File: src/verilog/dbi_pkg.sv
// Constants and types for the dual buck two-wire slave port
package dbi_pkg;

    // Bus speeds the port follows; both use one protocol
    localparam int STD_KBPS = 100;
    localparam int FAST_KBPS = 400;
    localparam int CLK_KHZ = 125000;
    // Reference cycles in one fast-mode clock half period (round down)
    localparam int FAST_HALF_CYC = CLK_KHZ / (2 * FAST_KBPS);

    // Bus address: upper five bits fixed, two low bits from the strap
    localparam logic [6:0] BASE_ADDR = 7'h60;
    localparam logic [1:0] ASEL_GROUND = 2'h0;
    localparam logic [1:0] ASEL_HIGH = 2'h1;
    localparam logic [1:0] ASEL_OPEN = 2'h2;
    localparam logic [1:0] ASEL_BAD = 2'h3;

    // Byte framing
    localparam logic [3:0] BYTE_BITS = 4'h8;
    localparam logic [3:0] BIT_ZERO = 4'h0;
    localparam logic RW_WRITE = 1'b0;

    // Which byte of a transfer is being received
    localparam logic [1:0] PH_ADDR = 2'h0;
    localparam logic [1:0] PH_REG = 2'h1;
    localparam logic [1:0] PH_DATA = 2'h2;

    // Reset values
    localparam logic [7:0] BYTE_RST = 8'h00;
    localparam logic [2:0] SYNC_RST = 3'h7;

    // Transfer states, one-hot
    typedef enum logic [3:0] {
        ST_IDLE = 4'h1,
        ST_RX = 4'h2,
        ST_ACK = 4'h4,
        ST_IGNORE = 4'h8
    } dbi_state_t;

endpackage

File: src/verilog/dbi_i2c_slave.sv
// Two-wire bus slave port of the dual step-down converter
`timescale 1ns/1ps
// Function
// Port is a bus target only; never drives the serial clock.
// Accepts standard 100 kbps and fast 400 kbps transfers.
// One state machine serves both speeds; only bit rate differs.
// Only 7-bit addresses; no 10-bit or general call response.
// Strap sets two address LSBs; ground selects 0x60.
// Strap high selects 0x61, strap open selects 0x62.
// Master makes serial clock, address, start and stop conditions.
// Lines are driven open drain only and released when idle.
// Update is start, address, register address byte, data byte.
// Each received byte is acknowledged low during next clock high.
// Written value applies at falling clock edge of data LSB.
// Bus ignored while both enable pins low; else fully working.
// Address mismatch: no acknowledge, transfer ignored until next start.
module dbi_i2c_slave
    import dbi_pkg::*;
(
    // Clock and reset
    input wire logic ref_clk,
    input wire logic nrst,
    // Serial bus pins
    input wire logic sclIn,
    input wire logic sdaIn,
    output logic sdaOut,
    output logic sdaOe,
    // Address strap and converter enable pins
    input wire logic [1:0] addrSel,
    input wire logic first_converter_enable_pin,
    input wire logic second_converter_enable_pin,
    // Register write port toward the converter
    output logic wrStrobe,
    output logic [7:0] wrRegAddr,
    output logic [7:0] wrData,
    // Status
    output logic busBusy,
    output logic hwShutdown
);
    import dbi_pkg::*;

    // Whole state of the port
    typedef struct packed {
        logic [2:0] sclSync;
        logic [2:0] sdaSync;
        logic [2:0] en1Sync;
        logic [2:0] en2Sync;
        logic [2:0][1:0] aselSync;
        logic sclLvl;
        logic sdaLvl;
        logic en1Lvl;
        logic en2Lvl;
        logic strapDone;
        logic [2:0] strapFill;
        logic [6:0] myAddr;
        dbi_state_t state;
        logic [1:0] phase;
        logic [3:0] bitCnt;
        logic [7:0] shift;
        logic [7:0] regAddr;
        logic [7:0] data;
        logic strobe;
        logic sdaPull;
        logic sdaLow;
        logic busy;
        logic off;
    } dbi_regs_t;

    dbi_regs_t r_reg;
    dbi_regs_t r_next;

    logic sclRise;
    logic sclFall;
    logic startCond;
    logic stopCond;
    logic hwOff;

    // New level once the second and third stages agree
    function automatic logic settle(input logic [2:0] s, input logic cur);
        settle = (s[1] == s[2]) ? s[2] : cur;
    endfunction

    // Strap code to bus address
    function automatic logic [6:0] strapAddr(input logic [1:0] code);
        logic [6:0] a;
        a = BASE_ADDR;
        case (code)
            ASEL_GROUND: a = BASE_ADDR;
            ASEL_HIGH: a = BASE_ADDR | {5'h00, ASEL_HIGH};
            ASEL_OPEN: a = BASE_ADDR | {5'h00, ASEL_OPEN};
            ASEL_BAD: a = BASE_ADDR;
            default: a = BASE_ADDR;
        endcase
        strapAddr = a;
    endfunction

    // Next state of the whole port
    always_comb begin
        r_next = r_reg;
        r_next.strobe = 1'b0;

        // Three-stage sampling of the slow bus pins
        r_next.sclSync = {r_reg.sclSync[1:0], sclIn};
        r_next.sdaSync = {r_reg.sdaSync[1:0], sdaIn};
        r_next.en1Sync = {r_reg.en1Sync[1:0], first_converter_enable_pin};
        r_next.en2Sync = {r_reg.en2Sync[1:0], second_converter_enable_pin};
        r_next.aselSync = {r_reg.aselSync[1:0], addrSel};
        r_next.sclLvl = settle(r_reg.sclSync, r_reg.sclLvl);
        r_next.sdaLvl = settle(r_reg.sdaSync, r_reg.sdaLvl);
        r_next.en1Lvl = settle(r_reg.en1Sync, r_reg.en1Lvl);
        r_next.en2Lvl = settle(r_reg.en2Sync, r_reg.en2Lvl);

        // Catch the strap once, only after the strap stages hold real samples
        r_next.strapFill = {r_reg.strapFill[1:0], 1'b1};
        if (!r_reg.strapDone && r_reg.strapFill[2]
            && r_reg.aselSync[1] == r_reg.aselSync[2]) begin
            r_next.strapDone = 1'b1;
            r_next.myAddr = strapAddr(r_reg.aselSync[2]);
        end

        // Bus events seen on settled levels
        sclRise = r_next.sclLvl & ~r_reg.sclLvl;
        sclFall = ~r_next.sclLvl & r_reg.sclLvl;
        startCond = r_reg.sclLvl & r_next.sclLvl
            & r_reg.sdaLvl & ~r_next.sdaLvl;
        stopCond = r_reg.sclLvl & r_next.sclLvl
            & ~r_reg.sdaLvl & r_next.sdaLvl;
        hwOff = ~r_next.en1Lvl & ~r_next.en2Lvl;
        r_next.off = hwOff;

        // Transfer sequencing, same for both speeds
        if (hwOff || !r_reg.strapDone) begin
            // Hardware shutdown or strap not yet caught: bus released and ignored
            r_next.state = ST_IDLE;
            r_next.sdaPull = 1'b0;
            r_next.busy = 1'b0;
        end else if (startCond) begin
            // Master frames every transfer with a start
            r_next.state = ST_RX;
            r_next.phase = PH_ADDR;
            r_next.bitCnt = BIT_ZERO;
            r_next.sdaPull = 1'b0;
            r_next.busy = 1'b1;
        end else if (stopCond) begin
            // Stop releases the data line, bus rests high
            r_next.state = ST_IDLE;
            r_next.sdaPull = 1'b0;
            r_next.busy = 1'b0;
        end else begin
            case (r_reg.state)
                ST_IDLE: begin
                    r_next.sdaPull = 1'b0;
                end
                ST_RX: begin
                    // Data sampled on rising clock, MSB first
                    if (sclRise && r_reg.bitCnt != BYTE_BITS) begin
                        r_next.shift = {r_reg.shift[6:0], r_next.sdaLvl};
                        r_next.bitCnt = r_reg.bitCnt + 4'h1;
                    end
                    // Byte complete at falling edge of its LSB
                    if (sclFall && r_reg.bitCnt == BYTE_BITS) begin
                        case (r_reg.phase)
                            PH_ADDR: begin
                                // Only own 7-bit address, write only
                                if (r_reg.shift[7:1] == r_reg.myAddr
                                    && r_reg.shift[0] == RW_WRITE) begin
                                    r_next.state = ST_ACK;
                                    r_next.sdaPull = 1'b1;
                                end else begin
                                    r_next.state = ST_IGNORE;
                                    r_next.sdaPull = 1'b0;
                                end
                            end
                            PH_REG: begin
                                // Register address byte
                                r_next.regAddr = r_reg.shift;
                                r_next.state = ST_ACK;
                                r_next.sdaPull = 1'b1;
                            end
                            PH_DATA: begin
                                // Apply value at data LSB falling edge
                                r_next.data = r_reg.shift;
                                r_next.strobe = 1'b1;
                                r_next.state = ST_ACK;
                                r_next.sdaPull = 1'b1;
                            end
                            default: begin
                                r_next.state = ST_IGNORE;
                                r_next.sdaPull = 1'b0;
                            end
                        endcase
                    end
                end
                ST_ACK: begin
                    // Hold low through the ack clock, release after it
                    if (sclFall) begin
                        r_next.sdaPull = 1'b0;
                        r_next.state = ST_RX;
                        r_next.bitCnt = BIT_ZERO;
                        case (r_reg.phase)
                            PH_ADDR: r_next.phase = PH_REG;
                            PH_REG: r_next.phase = PH_DATA;
                            PH_DATA: r_next.regAddr = r_reg.regAddr + 8'h01;
                            default: r_next.phase = PH_DATA;
                        endcase
                    end
                end
                ST_IGNORE: begin
                    // Line left released until the next start
                    r_next.sdaPull = 1'b0;
                end
                default: begin
                    r_next.state = ST_IDLE;
                    r_next.sdaPull = 1'b0;
                end
            endcase
        end
    end

    // State register
    always_ff @(posedge ref_clk or negedge nrst) begin
        if (!nrst) begin
            r_reg.sclSync <= SYNC_RST;
            r_reg.sdaSync <= SYNC_RST;
            r_reg.en1Sync <= 3'h0;
            r_reg.en2Sync <= 3'h0;
            r_reg.aselSync <= 6'h00;
            r_reg.sclLvl <= 1'b1;
            r_reg.sdaLvl <= 1'b1;
            r_reg.en1Lvl <= 1'b0;
            r_reg.en2Lvl <= 1'b0;
            r_reg.strapDone <= 1'b0;
            r_reg.strapFill <= '0;
            r_reg.myAddr <= BASE_ADDR;
            r_reg.state <= ST_IDLE;
            r_reg.phase <= PH_ADDR;
            r_reg.bitCnt <= BIT_ZERO;
            r_reg.shift <= BYTE_RST;
            r_reg.regAddr <= BYTE_RST;
            r_reg.data <= BYTE_RST;
            r_reg.strobe <= 1'b0;
            r_reg.sdaPull <= 1'b0;
            r_reg.sdaLow <= 1'b0;
            r_reg.busy <= 1'b0;
            r_reg.off <= 1'b1;
        end else begin
            r_reg <= r_next;
        end
    end

    // Outputs straight from the state register; clock never driven
    assign sdaOut = r_reg.sdaLow;
    assign sdaOe = r_reg.sdaPull;
    assign wrStrobe = r_reg.strobe;
    assign wrRegAddr = r_reg.regAddr;
    assign wrData = r_reg.data;
    assign busBusy = r_reg.busy;
    assign hwShutdown = r_reg.off;

endmodule

File: config.mk
export PLATFORM = sky130hd
export DESIGN_NAME = dbi_i2c_slave
export DESIGN_NICKNAME = d
export VERILOG_FILES = /design/src/verilog/dbi_pkg.sv /design/src/verilog/dbi_i2c_slave.sv
export SDC_FILE = /design/constraint.sdc
export NUM_CORES = 1
export LEC_CHECK = 0
export ABC_AREA = 1
export BUFFER_PORTS_ARGS = -buffer_cell sky130_fd_sc_hd__buf_2
export CAP_MARGIN = 5
export CORE_MARGIN = 2
export CORE_UTILIZATION = 30
export CTS_BUF_LIST = sky130_fd_sc_hd__clkbuf_4 sky130_fd_sc_hd__clkbuf_8
export CTS_CLUSTER_DIAMETER = 50
export CTS_CLUSTER_SIZE = 24
export DETAILED_ROUTE_END_ITERATION = 8
export HOLD_SLACK_MARGIN = 0.15
export PLACE_DENSITY = 0.49
export SYNTH_ARGS = -nofsm -noshare
export SYNTH_HDL_FRONTEND = slang
export SYNTH_SLANG_ARGS = --single-unit
File: constraint.sdc
create_clock -name ref_clk -period 1.72 [get_ports ref_clk]
set_input_delay 0.086 -clock ref_clk [delete_from_list [all_inputs] [get_ports ref_clk]]
set_output_delay 0.086 -clock ref_clk [all_outputs]
set_load 0.02 [all_outputs]
==> load_flow_metrics.sql <==
INSERT INTO impl_metrics (metric_group, metric, value, unit) VALUES
('outcome', 'run_status', 'finished, final reports clean', ''),
('synthesis', 'synth_fp_nets', '377', ''),
('worst_setup_path', 'cp.arrival', '1840', 'ps'),
('clocking', 'cts_num_sinks', '66', ''),
('placement', 'gp_congestion', '0.802', ''),
('floorplan', 'floorplan.initialDensity', '31.0', '%'),
('routing', 'number_of_detailed_routing_iterations_run_before_antenna_repair', '4', ''),
('routing', 'detail_route.iter0.violations', '129', ''),
('synthesis', 'synth-seq-area-share', '52.0', '%'),
('worst_setup_path', 'cp-end-kind', 'flop', ''),
('power', 'power.switching', '0.960', 'mW'),
('synthesis', 'average_instance_area_after_synthesis', '8.85', 'µm²'),
('routing', 'post_route_ant_nets', '0', ''),
('floorplan', 'design.core.area', '0.0103', 'mm²'),
('power', 'p_seq_share', '49.6', '%'),
('grt', 'grt_pass1_wl', '10600', 'µm'),
('layout', 'antenna-diode-count', '0', ''),
('layout', 'final_core_utilization', '36.1', '%'),
('power', 'internal_power', '2.52', 'mW'),
('layout', 'layout-drive-gt1-share', '23.4', '%'),
('layout', 'final-instance-count-excl-fill', '534', ''),
('routing', 'vias_per_cell', '4.24', ''),
('layout', 'layout_commonest_cell', 'sky130_fd_sc_hd__nand2_1', ''),
('min_path', 'hp-class', 'in2async', ''),
('flow_run', 'max_cap_viol_count', '0', ''),
('worst_setup_path', 'setup.reg_to_reg.worst_slack', '140', 'ps'),
('power', 'p_comb_share', '13.3', '%'),
('power', 'power_leakage', '1.82', 'nW'),
('power', 'power.density', '934', 'mW/mm²'),
('clocking', 'htree_num_levels', '3', ''),
('sta', 'rsz0062_at_grt', 'true', ''),
('synthesis', 'syn_inst', '362', ''),
('sta', 'setup_viol', '0', ''),
('worst_setup_path', 'path_cells', 'inv_1 > ha_1 > nand3b_1 > nand4_1 > nor2_2 > nand2_4 > inv_1 > nand2_1 > o21ai_0', ''),
('clocking', 'cts-buffers-inserted', '9', ''),
('worst_setup_path', 'cpMaxStageDelayCell', 'sky130_fd_sc_hd__dfrtp_1', ''),
('routing', 'routed_wire_length', '5990', 'µm'),
('grt', 'grtUsageTotal', '11.8', '%'),
('worst_setup_path', 'buffers_inverters_on_critical_path', '2', ''),
('layout', 'areaGrowthSynthToFinish', '16.2', '%'),
('routing', 'drc', '0', ''),
('routing', 'dr_total_vias', '2264', ''),
('synthesis', 'synth_area_leader', 'sky130_fd_sc_hd__dfrtp_1', ''),
('sta', 'final.hold.worst_slack', '226', 'ps'),
('sta', 'post-route-worst-setup-slack', '137', 'ps'),
('synthesis', 'yosys-top-cells-area', 'sky130_fd_sc_hd__dfrtp_1, sky130_fd_sc_hd__nand2_1, sky130_fd_sc_hd__dfstp_2', ''),
('sta', 'layout_worst_path_cycle_share', '92.0', '%'),
('grt', 'grt_pass1_vias', '2263', ''),
('power', 'max-vdd-ir-drop', '0.573', 'mV'),
('clocking', 'cts-root-to-sink-buffers', '2', ''),
('synthesis', 'asyncSetResetFlopFracSynth', '100', '%'),
('worst_setup_path', 'worst_setup_path_start_kind', 'flop', ''),
('floorplan', 'die_x', '107', 'µm'),
('sta', 'timing.fmax', '632', 'MHz'),
('power', 'pwr-share-clk', '37.1', '%'),
('clocking', 'cts_root_buffer', 'sky130_fd_sc_hd__clkbuf_8', ''),
('grt', 'largest_net_degree_at_the_start_of_global_routing', '39', ''),
('grt', 'antenna_found_initial', '0', ''),
('synthesis', 'synth_enable_flop_cells', '0', ''),
('worst_setup_path', 'critical-path-top-cell-by-count', 'sky130_fd_sc_hd__inv_1', ''),
('routing', 'wl_per_cell', '11.2', 'µm'),
('clocking', 'clk_pin_slew_worst_setup_hold_paths', '70', 'ps'),
('clocking', 'tritoncts', 'done', ''),
('power', 'p_total', '3.48', 'mW'),
('placement', 'io_buffer_count', '27', ''),
('floorplan', 'die-area', '0.0115', 'mm²'),
('synthesis', 'yosysTopAreaCellShare', '43.8', '%'),
('placement', 'numPlacedInstances', '510', ''),
('synthesis', 'post_synth_instance_area', '0.00320', 'mm²'),
('synthesis', 'synth.yosys.warnings', '0', ''),
('layout', 'final_cell_mix', 'sky130_fd_sc_hd__nand2_1, sky130_fd_sc_hd__dfrtp_1, sky130_fd_sc_hd__inv_1', '');
-- synth_stat cells, types with 2 or more instances --
cell type	number
sky130_fd_sc_hd__inv_1	43
sky130_fd_sc_hd__ha_1	7
sky130_fd_sc_hd__a21oi_1	7
sky130_fd_sc_hd__dfrtp_1	56
sky130_fd_sc_hd__buf_4	18
sky130_fd_sc_hd__or2_2	3
sky130_fd_sc_hd__nor2_1	14
sky130_fd_sc_hd__dfstp_2	10
sky130_fd_sc_hd__nor2_4	5
sky130_fd_sc_hd__buf_2	3
sky130_fd_sc_hd__nand2_1	91
sky130_fd_sc_hd__conb_1	2
sky130_fd_sc_hd__nand4_1	2
sky130_fd_sc_hd__nand3b_1	2
sky130_fd_sc_hd__o21ai_1	20
sky130_fd_sc_hd__nand3_2	3
sky130_fd_sc_hd__nand2_2	4
sky130_fd_sc_hd__o21ai_0	16
sky130_fd_sc_hd__nand3_1	35
sky130_fd_sc_hd__nor2_2	2
sky130_fd_sc_hd__inv_2	5
-- through the flow --
| step | cell area, µm² | TNS (ps) |
|---|---|---|
| 2_1_floorplan | 3200 | 0 |
| 3_3_place_gp | 3430 | 0 |
| 3_5_place_dp | 3430 | 0 |
| 4_1_cts | 3700 | 0 |
| 5_1_grt | 3720 | -46.1 |
| 6_report | 3720 | 0 |
-- kinds of logic (layout without fill, tap and decap cells) --
family	after synthesis	count (layout)	share of synthesized area, %
AO/OA/AOI/OAI	50	50	8.95
XOR/XNOR	2	2	0.547
adder cells (fa/ha/maj)	7	7	2.73
buffers and inverters	69	105	10.3
flip-flops	66	66	52.0
other	2	2	0.234
AND/OR/NAND/NOR	166	166	25.3
-- power by group through the flow --
stage               combinational (mW)  sequential [mW]  clock (mW)
floorplan                        0.311             1.75           0
global placement                 0.445             1.75           0
detailed placement               0.450             1.75           0
CTS                              0.466             1.72        1.35
global route                     0.524             1.73        1.41
finish                           0.461             1.72        1.29
-- area by class of cell --
cell class / instances / area, µm² / share of cell area (%)
inverter: 48 / 184 / 4.94
clock inverter: 6 / 66.3 / 1.78
multi-input combinational: 227 / 1220 / 32.9
tap: 136 / 170 / 4.57
clock buffer: 10 / 131 / 3.53
timing repair buffer: 41 / 283 / 7.59
sequential: 66 / 1660 / 44.7
-- final timing paths --
path,startpoint,end,cells after the start
setup / recovery,r_reg[29],r_reg[21],9
hold / removal,nrst,wrRegAddr[7],2
setup reg to reg,r_reg[29],r_reg[21],9
max in group asynchronous,nrst,r_reg[53],3
min in group ref_clk,r_next[57],r_next[59],0
hold reg to reg,r_next[57],r_next[59],0
-- routing by layer --
layer / vias to the layer above / share of wire [%] / GRT usage, %
met5: - / 0 / 0
met4: 0 / 1.6 / 4.12
met3: 11 / 3.4 / 3.45
met2: 30 / 47 / 19.0
met1: 1028 / 48 / 15.3
li1: 1195 / - / -
-- what timing repair did --
| item | 4_1_cts | 5_1_grt |
|---|---|---|
| setup buffers | 0 | 1 |
| setup endpoints to repair | 0 | 26 |
| gates resized for setup | 0 | 4 |
| hold buffers | 7 | 0 |
| hold endpoints to repair | 62 | 0 |
(Power assumes the default switching activity.)
